File: src/include/dst_pkg.sv
// Shared types and constants for the divide-step and trap datapath
package dst_pkg;

    localparam int unsigned WORD_W = 32;
    localparam int unsigned REG_NUM_W = 8;
    localparam int unsigned OPC_W = 8;
    localparam int unsigned VEC_W = 8;

    // Opcodes (bit 0 of the divide-primitive opcodes selects immediate)
    localparam logic [7:0] OPC_STEP_R = 8'h6a;
    localparam logic [7:0] OPC_STEP_I = 8'h6b;
    localparam logic [7:0] OPC_INIT_R = 8'h68;
    localparam logic [7:0] OPC_INIT_I = 8'h69;
    localparam logic [7:0] OPC_FINAL_R = 8'h6c;
    localparam logic [7:0] OPC_FINAL_I = 8'h6d;
    localparam logic [7:0] OPC_REMFIX_R = 8'h6e;
    localparam logic [7:0] OPC_REMFIX_I = 8'h6f;
    localparam logic [7:0] OPC_SIGNED_LONG_DIV = 8'he1;
    localparam logic [7:0] OPC_UNSIGNED_LONG_DIV = 8'he3;
    localparam logic [7:0] OPC_DOUBLE_PRODUCT = 8'hf5;
    localparam logic [7:0] OPC_DOUBLE_DIFFERENCE = 8'hf3;
    localparam logic [7:0] OPC_SOFTWARE_TRAP = 8'hf8;

    // Trap vectors for the dedicated traps and protection violation, and the user vector limit
    localparam logic [7:0] VEC_SIGNED_LONG_DIV = 8'he1;
    localparam logic [7:0] VEC_UNSIGNED_LONG_DIV = 8'he3;
    localparam logic [7:0] VEC_DOUBLE_PRODUCT = 8'hf5;
    localparam logic [7:0] VEC_DOUBLE_DIFFERENCE = 8'hf3;
    localparam logic [7:0] VEC_PROTECTION = 8'h05;
    localparam logic [7:0] VEC_USER_LIMIT = 8'h3f;

    // Reset values
    localparam logic [31:0] QREG_RESET = 32'h0000_0000;
    localparam logic [7:0] PTR_RESET = 8'h00;
    localparam logic QFLAG_RESET = 1'b0;
    localparam logic [3:0] FLAGS_RESET = 4'h0;

    // Flag field positions in the packed status
    localparam int unsigned FLAG_V = 3;
    localparam int unsigned FLAG_N = 2;
    localparam int unsigned FLAG_Z = 1;
    localparam int unsigned FLAG_C = 0;

    typedef enum logic [2:0] {
        DST_OP_NONE,
        DST_OP_INIT,
        DST_OP_STEP,
        DST_OP_FINAL,
        DST_OP_REMFIX,
        DST_OP_TRAP3,
        DST_OP_SWTRAP
    } dst_op_t;

    typedef struct packed {
        logic [7:0] opcode;
        logic [7:0] dest_num;
        logic [7:0] a_num;
        logic [7:0] b_num;
    } dst_instr_t;

    typedef struct packed {
        logic [31:0] first_source;
        logic [31:0] second_source;
    } dst_operands_t;

    typedef struct packed {
        logic valid;
        logic [7:0] vector;
    } dst_trap_t;

endpackage : dst_pkg

File: src/logic/dst_core.sv
// Divide primitives and trapping operations datapath
// What this block does
// RULE1 - Step subtracts when quotient flag set, else adds
// RULE2 - Flag gets inverted carry xor flag xor negative
// RULE3 - Step shifts result over quotient register left
// RULE4 - Init sets quotient flag, negative from operand sign
// RULE5 - Init shifts operand over quotient register, zero fill
// RULE6 - Immediate bit selects zero-extended 8-bit operand
// RULE7 - Last step writes unshifted sum, updates flags
// RULE8 - Last step shifts quotient register, flag fills
// RULE9 - Remainder fix copies or adds per flag
// RULE10 - Signed long divide traps, loads three pointers
// RULE11 - Emulation returns signed quotient and remainder
// RULE12 - Unsigned long divide traps, loads pointers
// RULE13 - Double multiply traps with pointers to pairs
// RULE14 - Double subtract traps with pointers to pairs
// RULE15 - Software trap loads two pointers, traps vector
// RULE16 - Software trap may alter third pointer
// RULE17 - User low vector or protected register: violation
// RULE18 - Primitives update status flags; traps do not
`timescale 1ns/1ps
`default_nettype none
module dst_core #(
    parameter int unsigned W = 32
) (
    input wire logic ref_clk,
    input wire logic rst,
    input wire logic instr_valid,
    input wire dst_pkg::dst_instr_t instr,
    input wire dst_pkg::dst_operands_t operands,
    input wire logic user_mode,
    input wire logic a_protected,
    input wire logic b_protected,
    output logic [W-1:0] dest_data_q,
    output logic [7:0] dest_num_q,
    output logic dest_we_q,
    output logic [W-1:0] qreg_q,
    output logic quotient_flag_q,
    output logic [3:0] status_flags_q,
    output logic [7:0] first_operand_pointer_q,
    output logic [7:0] second_operand_pointer_q,
    output logic [7:0] dest_operand_pointer_q,
    output dst_pkg::dst_trap_t trap_q
);
    dst_pkg::dst_op_t op;
    logic use_imm;
    logic [W-1:0] src_a;
    logic [W-1:0] src_b;
    logic [W-1:0] as_a;
    logic [W-1:0] as_sum;
    logic as_carry;
    logic as_ovf;
    logic new_qflag;
    logic [2*W-1:0] pair;
    logic [W-1:0] step_ref;

    logic [W-1:0] dest_data_d;
    logic [7:0] dest_num_d;
    logic dest_we_d;
    logic [W-1:0] qreg_d;
    logic quotient_flag_d;
    logic [3:0] status_flags_d;
    logic [7:0] ptr_a_d;
    logic [7:0] ptr_b_d;
    logic [7:0] ptr_c_d;
    dst_pkg::dst_trap_t trap_d;

    dst_decode u_decode (
        .instr(instr),
        .instr_valid(instr_valid),
        .op(op),
        .use_imm(use_imm)
    );

    // Init has no add; remainder fix always adds
    dst_addsub #(.W(W)) u_addsub (
        .a(as_a),
        .b(src_b),
        .sub(quotient_flag_q && (op != dst_pkg::DST_OP_REMFIX)), // RULE1
        .sum(as_sum),
        .carry(as_carry),
        .ovf(as_ovf)
    );

    function automatic logic [3:0] flags_of(input logic [W-1:0] r,
                                            input logic c, input logic v);
        logic [3:0] f;
        f = '0;
        f[dst_pkg::FLAG_V] = v;
        f[dst_pkg::FLAG_N] = r[W-1];
        f[dst_pkg::FLAG_Z] = (r == '0);
        f[dst_pkg::FLAG_C] = c;
        return f;
    endfunction : flags_of

    always_comb
    begin
        src_a = operands.first_source;
        src_b = use_imm ? {{(W-8){1'b0}}, instr.b_num}
                        : operands.second_source; // RULE6
        as_a = src_a;
        new_qflag = ~(as_carry ^ quotient_flag_q
                      ^ status_flags_q[dst_pkg::FLAG_N]); // RULE2
        step_ref = quotient_flag_q ? src_a - src_b : src_a + src_b;
    end

    always_comb
    begin
        dest_data_d = dest_data_q;
        dest_num_d = dest_num_q;
        dest_we_d = 1'b0;
        qreg_d = qreg_q;
        quotient_flag_d = quotient_flag_q;
        status_flags_d = status_flags_q; // RULE18
        ptr_a_d = first_operand_pointer_q;
        ptr_b_d = second_operand_pointer_q;
        ptr_c_d = dest_operand_pointer_q;
        trap_d = '0;
        pair = '0;
        unique case (op)
            dst_pkg::DST_OP_INIT:
            begin
                quotient_flag_d = 1'b1; // RULE4
                pair = {src_b[W-2:0], qreg_q, 1'b0}; // RULE5
                dest_data_d = pair[2*W-1:W];
                qreg_d = pair[W-1:0];
                dest_num_d = instr.dest_num;
                dest_we_d = 1'b1;
                status_flags_d = flags_of(pair[2*W-1:W], 1'b0, 1'b0);
                status_flags_d[dst_pkg::FLAG_N] = src_b[W-1]; // RULE4
            end
            dst_pkg::DST_OP_STEP:
            begin
                quotient_flag_d = new_qflag; // RULE2
                pair = {as_sum[W-2:0], qreg_q, new_qflag}; // RULE3
                dest_data_d = pair[2*W-1:W];
                qreg_d = pair[W-1:0];
                dest_num_d = instr.dest_num;
                dest_we_d = 1'b1;
                status_flags_d = flags_of(as_sum, as_carry, as_ovf); // RULE18
            end
            dst_pkg::DST_OP_FINAL:
            begin
                quotient_flag_d = new_qflag; // RULE7
                dest_data_d = as_sum; // RULE7
                qreg_d = {qreg_q[W-2:0], new_qflag}; // RULE8
                dest_num_d = instr.dest_num;
                dest_we_d = 1'b1;
                status_flags_d = flags_of(as_sum, as_carry, as_ovf); // RULE18
            end
            dst_pkg::DST_OP_REMFIX:
            begin
                dest_data_d = quotient_flag_q ? src_a : as_sum; // RULE9
                dest_num_d = instr.dest_num;
                dest_we_d = 1'b1;
                status_flags_d = flags_of(dest_data_d, as_carry && !quotient_flag_q,
                                          as_ovf && !quotient_flag_q);
            end
            dst_pkg::DST_OP_TRAP3:
            begin
                // Emulation routine produces the result via the pointers
                ptr_a_d = instr.a_num; // RULE10 RULE12 RULE13 RULE14
                ptr_b_d = instr.b_num; // RULE10 RULE12 RULE13 RULE14
                ptr_c_d = instr.dest_num; // RULE10 RULE12 RULE13 RULE14
                trap_d.valid = 1'b1; // RULE11
                trap_d.vector = instr.opcode; // RULE10 RULE12 RULE13 RULE14
            end
            dst_pkg::DST_OP_SWTRAP:
            begin
                ptr_a_d = instr.a_num; // RULE15
                ptr_b_d = instr.b_num; // RULE15
                ptr_c_d = instr.dest_num; // RULE16
                trap_d.valid = 1'b1;
                if (user_mode
                    && (instr.dest_num <= dst_pkg::VEC_USER_LIMIT
                    || a_protected || b_protected))
                    trap_d.vector = dst_pkg::VEC_PROTECTION; // RULE17
                else
                    trap_d.vector = instr.dest_num; // RULE15
            end
            dst_pkg::DST_OP_NONE:
            begin
            end
        endcase
    end

    always_ff @(posedge ref_clk)
    begin
        if (rst)
        begin
            dest_data_q <= '0;
            dest_num_q <= dst_pkg::PTR_RESET;
            dest_we_q <= 1'b0;
            qreg_q <= dst_pkg::QREG_RESET;
            quotient_flag_q <= dst_pkg::QFLAG_RESET;
            status_flags_q <= dst_pkg::FLAGS_RESET;
            first_operand_pointer_q <= dst_pkg::PTR_RESET;
            second_operand_pointer_q <= dst_pkg::PTR_RESET;
            dest_operand_pointer_q <= dst_pkg::PTR_RESET;
            trap_q <= '0;
        end
        else
        begin
            dest_data_q <= dest_data_d;
            dest_num_q <= dest_num_d;
            dest_we_q <= dest_we_d;
            qreg_q <= qreg_d;
            quotient_flag_q <= quotient_flag_d;
            status_flags_q <= status_flags_d;
            first_operand_pointer_q <= ptr_a_d;
            second_operand_pointer_q <= ptr_b_d;
            dest_operand_pointer_q <= ptr_c_d;
            trap_q <= trap_d;
        end
    end
endmodule : dst_core
`default_nettype wire

File: src/logic/dst_decode.sv
// Instruction decoder for the divide-step and trap datapath
`timescale 1ns/1ps
`default_nettype none
module dst_decode (
    input wire dst_pkg::dst_instr_t instr,
    input wire logic instr_valid,
    output dst_pkg::dst_op_t op,
    output logic use_imm
);
    always_comb
    begin
        op = dst_pkg::DST_OP_NONE;
        use_imm = 1'b0;
        if (instr_valid)
        begin
            unique case (instr.opcode)
                dst_pkg::OPC_INIT_R, dst_pkg::OPC_INIT_I:
                    op = dst_pkg::DST_OP_INIT;
                dst_pkg::OPC_STEP_R, dst_pkg::OPC_STEP_I:
                    op = dst_pkg::DST_OP_STEP;
                dst_pkg::OPC_FINAL_R, dst_pkg::OPC_FINAL_I:
                    op = dst_pkg::DST_OP_FINAL;
                dst_pkg::OPC_REMFIX_R, dst_pkg::OPC_REMFIX_I:
                    op = dst_pkg::DST_OP_REMFIX;
                dst_pkg::OPC_SIGNED_LONG_DIV, dst_pkg::OPC_UNSIGNED_LONG_DIV,
                dst_pkg::OPC_DOUBLE_PRODUCT, dst_pkg::OPC_DOUBLE_DIFFERENCE:
                    op = dst_pkg::DST_OP_TRAP3;
                dst_pkg::OPC_SOFTWARE_TRAP:
                    op = dst_pkg::DST_OP_SWTRAP;
                default:
                    op = dst_pkg::DST_OP_NONE;
            endcase
            // Immediate select is bit 0 of the primitive opcodes
            use_imm = instr.opcode[0] && (instr.opcode[7:4] == 4'h6); // RULE6
        end
    end
endmodule : dst_decode
`default_nettype wire

File: src/logic/dst_addsub.sv
// Add or subtract unit with carry and overflow
`timescale 1ns/1ps
`default_nettype none
module dst_addsub #(
    parameter int unsigned W = 32
) (
    input wire logic [W-1:0] a,
    input wire logic [W-1:0] b,
    input wire logic sub,
    output logic [W-1:0] sum,
    output logic carry,
    output logic ovf
);
    logic [W:0] full;
    logic [W-1:0] b_eff;

    always_comb
    begin
        b_eff = sub ? ~b : b;
        full = {1'b0, a} + {1'b0, b_eff} + {{W{1'b0}}, sub};
        sum = full[W-1:0];
        carry = full[W];
        ovf = (a[W-1] == b_eff[W-1]) && (sum[W-1] != a[W-1]);
    end
endmodule : dst_addsub
`default_nettype wire

File: config.mk
export PLATFORM = sky130hd
export DESIGN_NAME = dst_core
export DESIGN_NICKNAME = d
export VERILOG_FILES = /design/src/include/dst_pkg.sv /design/src/logic/dst_core.sv /design/src/logic/dst_decode.sv /design/src/logic/dst_addsub.sv
export SDC_FILE = /design/constraint.sdc
export NUM_CORES = 1
export LEC_CHECK = 0
export BUFFER_PORTS_ARGS = -buffer_cell sky130_fd_sc_hd__buf_4
export CAP_MARGIN = 40
export CORE_UTILIZATION = 35
export CTS_CLUSTER_SIZE = 30
export DETAILED_ROUTE_END_ITERATION = 8
export PLACE_DENSITY_LB_ADDON = 0.25
export RECOVER_POWER = 100
export SLEW_MARGIN = 10
export SYNTH_ARGS = -nofsm -noshare
export SYNTH_HDL_FRONTEND = slang
export SYNTH_SLANG_ARGS = --single-unit
export TNS_END_PERCENT = 50
File: constraint.sdc
create_clock -name ref_clk -period 5.4 [get_ports ref_clk]
set_input_delay 1.08 -clock ref_clk [delete_from_list [all_inputs] [get_ports ref_clk]]
set_output_delay 1.08 -clock ref_clk [all_outputs]
set_load 0.005 [all_outputs]
==> flow_metrics.py, run 1 <==
metrics = {
    "run_status": {
        "run_status": "completed",
    },
    "worst_setup_path": {
        "path_buf_inv": 5,
        "r2r_setup_slack_ns": 1.34,
        "start_kind": "input port",
        "r2r-start": "quotient_flag_q",
        "slowest_stage": "a221oi_1",
        "r2r_end": "dest_data_q[17]",
        "worstPathCellList": "clkbuf_4 -> or3b_4 -> or2_2 -> buf_12 -> mux2i_1 -> xnor2_1 -> ha_1 -> and4_1 -> nand2_1 -> a311o_2 -> a21boi_4 -> clkbuf_1 -> a21oi_1 -> xnor2_1 -> clkbuf_1 -> mux2_2 -> a221oi_1 -> buf_4 -> nor3_1",
        "reg2regPathDepth": 17,
        "cp_top_family": "compound AO/OA/AOI/OAI gates",
        "slowest_delay_ns": 0.54,
        "crit_required_ns": 5.63,
        "criticalPathCategory": "in2reg",
        "cp_max_fo": 12,
        "cp-end-kind": "register",
        "worstPathArrival_ns": 5.48,
    },
    "place": {
        "place_congestion": 1.01,
        "port-buffer-count": 212,
        "hpwl_um": 26100,
        "post-place-cells": 1667,
        "pre_cts_ws_ns": -0.201,
    },
    "detailed_routing": {
        "drc": 0,
        "drt_pass1_iterations": 5,
        "dr.first_iter.drc_count": 955,
        "vias_per_cell": 5.64,
        "vias": 9495,
        "wl_per_cell_um": 19.8,
        "routed_wirelength_um": 33300,
        "ant_nets": 0,
    },
    "grt": {
        "grtUsageTotal": 0.274,
        "grt_max_degree": 67,
        "grt_pass1_wl_um": 50800,
        "gr-total-overflow": 0,
        "grt_pass1_vias": 8878,
        "antenna_found_initial": 0,
    },
    "synth": {
        "synthCells": 1135,
        "syn_area_per_cell_um2": 7.18,
        "syn_area_um2": 8150,
        "synth.net_count": 1272,
        "ys_seq_area_frac": 0.273,
        "ys_types": 76,
        "yosys_warnings": 0,
        "synthArstFlopShare": 0,
        "ys_ff_latch": 111,
        "ys.flop_type": "dfxtp_1",
        "synth_edf_count": 0,
    },
    "finish": {
        "seq_area_um2": 2220,
        "post-route-util": 0.481,
        "final_cell_mix": "223 x nand2_1, 220 x buf_4, 136 x a21oi_1, 111 x dfxtp_1, 99 x clkbuf_4",
        "layout.cells.non_filler": 1684,
        "drive_above_1_share": 0.264,
        "diodes": 0,
        "synthToLayoutAreaGrowth_pct": 34.0,
        "multi_input_area_um2": 5410,
        "num-fill-cells": 2290,
        "nNetsFinal": 1531,
        "final_common_cell": "nand2_1",
    },
    "floorplan": {
        "dieArea_um2": 23900,
        "die_x_um": 155,
        "core_region_area_um2": 22700,
        "start_util": 0.359,
        "num_rows": 55,
        "io_pins": 213,
        "die_height_um": 155,
    },
    "timing": {
        "fmax_mhz": 191,
        "clock_skew_ns": 0.0116,
        "rsz0062_at_grt": "false",
        "relSlewSlack": 0.0574,
        "min_period_ns": 5.25,
        "setup_ws_ns": 0.154,
        "tns_ns": 0,
        "worstMarginPinSlew_ns": 1.41,
        "setup_violations": 0,
        "finalCritPeriodShare": 0.971,
        "slew_violations": 0,
        "report.final.hold_viol_count": 0,
    },
    "min_path": {
        "min_to": "second_operand_pointer_q[1]",
        "hold_depth": 2,
        "hp-class": "reg2reg",
        "hold_start": "second_operand_pointer_q[1]",
    },
    "power": {
        "net-switching-power_uw": 800,
        "cell_internal_pwr_uw": 1520,
        "power_uw": 2320,
        "peakVddDrop_v": 0.000192,
        "swShare": 0.345,
        "power_density_nw_per_um2": 212,
        "leakage_uw": 0.00454,
        "combPwrFrac": 0.350,
        "power_frac_clock": 0.293,
        "pwr-share-seq": 0.358,
    },
    "clock_tree": {
        "clkLatencyLatePin_ns": 0.37,
        "h-tree-depth": 3,
        "cts_buffers": 9,
        "numClockSinks": 111,
        "cts_tree": "yes",
        "cts-root-buf": "clkbuf_16",
        "clk_pin_slew_worst_paths_ns": 0.07,
        "clk_path_buf_depth": 2,
    },
    "flow_run": {
        "cap_violations": 0,
    },
}
==> logic make-up (layout without fill, tap and decap cells) <==
logic type,count (synthesis),in the layout,share of synthesized area
AOI/OAI and AO/OA,339,339,0.268
xor gates and xnor gates,56,56,0.0602
adders and majority gates,35,35,0.0546
buffers and inverters,124,388,0.0723
DFF,111,111,0.273
muxes,17,17,0.0213
and+or+nand+nor,453,453,0.251
==> layer usage <==
metal / vias to the layer above / GRT usage / routed length, um
met5: - / 0 / 0
met4: 0 / 0.121 / 1420
met3: 98 / 0.0507 / 2270
met2: 415 / 0.434 / 15000
met1: 4431 / 0.362 / 14600
li1: 4551 / - / -
==> registers in the layout (all words and copies together), names as in the netlist <==
signal and count:
dest_data_q 32, dest_num_q 8, dest_operand_pointer_q 8, dest_we_q 1, first_operand_pointer_q 8, qreg_q 32, quotient_flag_q 1, second_operand_pointer_q 8
status_flags_q 4, trap_q 9
==> cells in the mapped netlist (18+ instances only) <==
cell type  count  area (um2)
dfxtp_1      111        2220
xnor2_1       48         420
nor2_1        86         323
clkbuf_1      63         236
inv_1         20        75.1
a21oi_1      136         681
nand2_1      223         837
nor3_1        35         175
nand3_1       24         120
o21ai_0       57         285
nor4_1        18         113
buf_4         32         240
ha_1          34         425
==> worst reg2reg max path, stage by stage (launching register included) <==
cell	delay [ns]
dfxtp_1	0.35
inv_1	0.08
nor2_4	0.24
buf_12	0.21
xnor2_1	0.11
ha_1	0.32
and4_1	0.22
nand2_1	0.08
a311o_2	0.42
a21boi_4	0.17
clkbuf_1	0.27
a21oi_1	0.13
xnor2_1	0.15
clkbuf_1	0.12
mux2_2	0.27
a221oi_1	0.54
buf_4	0.20
nor3_1	0.04
==> worst max path at each step <==
stage | startpoint | depth (start not counted) | slack (ns) | endpoint
floorplan | instr[31] | 19 | 0.02 | status_flags_q[1]
global placement | instr[31] | 20 | -0.09 | status_flags_q[1]
detailed placement | instr[31] | 19 | -0.20 | status_flags_q[1]
CTS | instr[31] | 21 | 0.17 | status_flags_q[1]
global route | instr[31] | 19 | 0.02 | status_flags_q[1]
finish | instr[31] | 19 | 0.15 | dest_data_q[17]
==> metrics by stage <==
step | cell area [um2] | hold WS, ns
after floorplan | 8180 | 0.445
after global placement | 10700 | 0.440
after detailed placement | 10700 | 0.445
after CTS | 11000 | 0.457
after global routing | 10900 | 0.477
final | 10900 | 0.454
==> layout make-up <==
type,count,area share
clock inverters,7,0.00664
multi-input cells,900,0.496
inverters,20,0.00687
flip-flops and latches,111,0.203
clock buffers,9,0.0206
repair buffers,352,0.234
well taps,285,0.0326
==> power by group through the flow <==
stage	Clock (uW)	Combinational (uW)	Sequential (uW)
5_1_grt	728	874	831
3_5_place_dp	0	800	849
3_3_place_gp	0	804	849
4_1_cts	695	805	830
6_report	679	812	830
2_1_floorplan	0	417	848
==> what timing repair did <==
item | in CTS | in global routing
hold buffers | 0 | 0
setup endpoints to repair | 0 | 6
buffers inserted | 0 | 1
gates resized for setup | 0 | 5
hold endpoints to repair | 0 | 0
No activity file was read; power rests on OpenSTA's default activity.
==> inputs of run 2 (changes only) <==
--- a/config.mk
+++ b/config.mk
@@ -5,6 +5,7 @@
 export SDC_FILE = /design/constraint.sdc
 export NUM_CORES = 1
 export LEC_CHECK = 0
+export ABC_AREA = 1
 export BUFFER_PORTS_ARGS = -buffer_cell sky130_fd_sc_hd__buf_4
 export CAP_MARGIN = 40
 export CORE_UTILIZATION = 35
==> run 2 against run 1 <==
Net effect:
- the flow now finishes with violations (capacitance limit, slew limit)
- combinational power shrank 9.0%
- critical path depth shrank 4
- clock power grew 3.2%
- register-to-register slack got worse by 0.59 ns
- sequential cell count stayed put
- sequential power up 0.7%
- largest power group unchanged
==> flow_metrics.py, run 2 <==
metrics = {
    "floorplan": {
        "core_region_area_um2": 23600,
        "die_height_um": 157,
        "io_pins": 213,
        "die_x_um": 157,
        "start_util": 0.358,
        "dieArea_um2": 24800,
        "num_rows": 56,
    },
    "synth": {
        "synthArstFlopShare": 0,
        "ys_types": 51,
        "yosysTopAreaCell": "dfxtp_1",
        "yosysTopAreaCellShare": 0.263,
        "synth_edf_count": 0,
        "ys_ff_latch": 111,
        "synthTopCellsByCount": "275 x nand2_1, 158 x nor2_1, 141 x inv_1, 118 x a21oi_1, 111 x dfxtp_1",
        "yosys_warnings": 0,
        "syn_area_per_cell_um2": 6.40,
        "yosysMostFrequentCell": "nand2_1",
        "synthTopCellsByArea": "dfxtp_1 26%, nand2_1 12%, nor2_1 7.0%",
        "syn_area_um2": 8450,
        "ys_seq_area_frac": 0.263,
        "synth.net_count": 1458,
        "ys.flop_type": "dfxtp_1",
        "synthCells": 1321,
    },
    "finish": {
        "post-route-util": 0.437,
        "final_common_cell": "nand2_1",
        "synthToLayoutAreaGrowth_pct": 22.1,
        "drive_above_1_share": 0.164,
        "nNetsFinal": 1628,
        "final_cell_mix": "278 x nand2_1, 160 x nor2_1, 144 x inv_1, 121 x buf_4, 119 x a21oi_1",
        "diodes": 0,
        "top_regs": "dest_data_q (32), qreg_q (32), trap_q (9)",
    },
    "worst_setup_path": {
        "cp_max_fo": 33,
        "cp-startpoint": "instr[25]",
        "worstPathArrival_ns": 5.32,
        "reg2regPathDepth": 16,
        "r2r-start": "quotient_flag_q",
        "crit_required_ns": 5.70,
        "r2r_end": "status_flags_q[1]",
        "criticalPathCategory": "in2reg",
        "start_kind": "input port",
        "crit_path_end": "dest_data_q[21]",
        "cp-end-kind": "register",
        "r2r_setup_slack_ns": 0.75,
    },
    "detailed_routing": {
        "vias": 9725,
        "vias_per_cell": 5.36,
        "drt_pass1_iterations": 9,
        "drc": 0,
        "routed_wirelength_um": 33300,
        "ant_nets": 0,
        "wl_per_cell_um": 18.3,
        "dr.first_iter.drc_count": 1046,
    },
    "grt": {
        "grt_pass1_wl_um": 49900,
        "grt_pass1_vias": 8905,
        "grtUsageTotal": 0.265,
        "antenna_found_initial": 0,
        "gr-total-overflow": 0,
        "grt_max_degree": 64,
    },
    "timing": {
        "slew_violations": 131,
        "rsz0062_at_grt": "false",
        "finalCritPeriodShare": 0.929,
        "report.final.hold_viol_count": 0,
        "relSlewSlack": -0.511,
        "tns_ns": 0,
        "clock_skew_ns": 0.0107,
        "setup_violations": 0,
        "worstMarginPinSlew_ns": 2.27,
        "min_period_ns": 5.02,
        "fmax_mhz": 199,
    },
    "run_status": {
        "run_status": "finished with violations",
        "violations": "capacitance limit, slew limit",
    },
    "flow_run": {
        "cap_violations": 3,
    },
    "clock_tree": {
        "numClockSinks": 111,
        "cts-root-buf": "clkbuf_16",
        "h-tree-depth": 3,
        "clk_pin_slew_worst_paths_ns": 0.08,
        "clk_path_buf_depth": 2,
        "clkLatencyLatePin_ns": 0.36,
        "cts_tree": "yes",
        "cts_buffers": 9,
        "cts_hold_buf": 0,
    },
    "power": {
        "power_density_nw_per_um2": 221,
        "peakVddDrop_v": 0.000197,
        "leakage_uw": 0.00486,
    },
    "place": {
        "hpwl_um": 26500,
        "port-buffer-count": 212,
        "place_congestion": 1.00,
    },
    "min_path": {
        "hp-class": "reg2reg",
    },
}
-- run 2: cell count changes after synthesis, moves of 15 or more --
cell	before	now
inv_1	20	141
nor2_1	86	158
o21ai_0	57	106
xor2_1	8	34
o221ai_1	7	23
nor3_1	35	12
nand3_1	24	86
nand2_1	223	275
a21oi_1	136	118
xnor2_1	48	3
a21o_1	17	2
clkbuf_1	63	38
-- run 2: worst min-delay path by stage --
stage	end	depth (start not counted)	start	slack [ns]
6_report	dest_data_q[23]	2	dest_data_q[23]	0.46
5_1_grt	dest_data_q[15]	2	dest_data_q[15]	0.47
4_1_cts	dest_data_q[15]	2	dest_data_q[15]	0.46
3_5_place_dp	dest_data_q[15]	2	dest_data_q[15]	0.44
3_3_place_gp	dest_data_q[15]	2	dest_data_q[15]	0.44
2_1_floorplan	qreg_q[15]	2	qreg_q[15]	0.44
-- run 2: cell families (layout without fill, tap and decap cells) --
logic type | after synthesis | in the layout | share of synthesized area
xor+xnor | 37 | 37 | 0.0383
fa+ha+maj | 35 | 35 | 0.0527
buf+inv | 234 | 409 | 0.119
flops | 111 | 111 | 0.263
compound gates | 306 | 306 | 0.212
mux | 7 | 7 | 0.00829
simple gates | 591 | 591 | 0.307
-- run 2: cell type report --
type                            count  area (um2)
Fill cell                        2580       13300
Timing Repair Buffer              241        1610
Sequential cell                   111        2220
Clock buffer                        9         225
Clock inverter                      7        91.3
Tap cell                          319         399
Multi-Input combinational cell    976        5200
Inverter                          152         571
-- run 2: report_power, final --
part,internal [uW],switching (uW),total [uW]
Combinational,252,487,739
Clock,337,364,701
Sequential,829,7.12,836
-- run 2: metrics by stage --
stage	hold WS, ns	setup WS, ns	std cells	area [um2]	total power [uW]
finish	0.455	0.381	1815	10300	2280
global route	0.472	0.0446	1815	10300	2390
CTS	0.457	0.474	1815	10600	2280
detailed placement	0.442	0.106	1799	10200	1580
global placement	0.444	0.146	1798	10200	1580
floorplan	0.445	0.662	1321	8450	1310
-- run 2: worst max-delay path, cell delays in order --
cell and delay [ns]:
buf_4 0.10, inv_1 0.07, nand2_1 0.06, nand2_1 0.07
nand3_1 0.11, nand3_2 0.11, nor2_4 0.16, nor2_8 0.06
nand2_4 0.10, clkbuf_1 0.84, nand2_1 0.20, clkbuf_1 0.68
nor2_1 0.56, clkbuf_1 0.84, a22o_1 0.27
-- run 2: what timing repair did --
action                                  CTS  global route
buffers inserted                          0             0
gates resized for setup                   0             1
endpoints found under the setup margin    0             1
-- run 2: layer usage --
metal / part of all wire / track usage / wire (um) / vias to the layer above
li1: - / - / - / 4705
met1: 0.43 / 0.347 / 14300 / 4403
met2: 0.45 / 0.433 / 14800 / 533
met3: 0.085 / 0.0410 / 2820 / 84
met4: 0.040 / 0.107 / 1310 / 0
met5: 0 / 0 / 0 / -
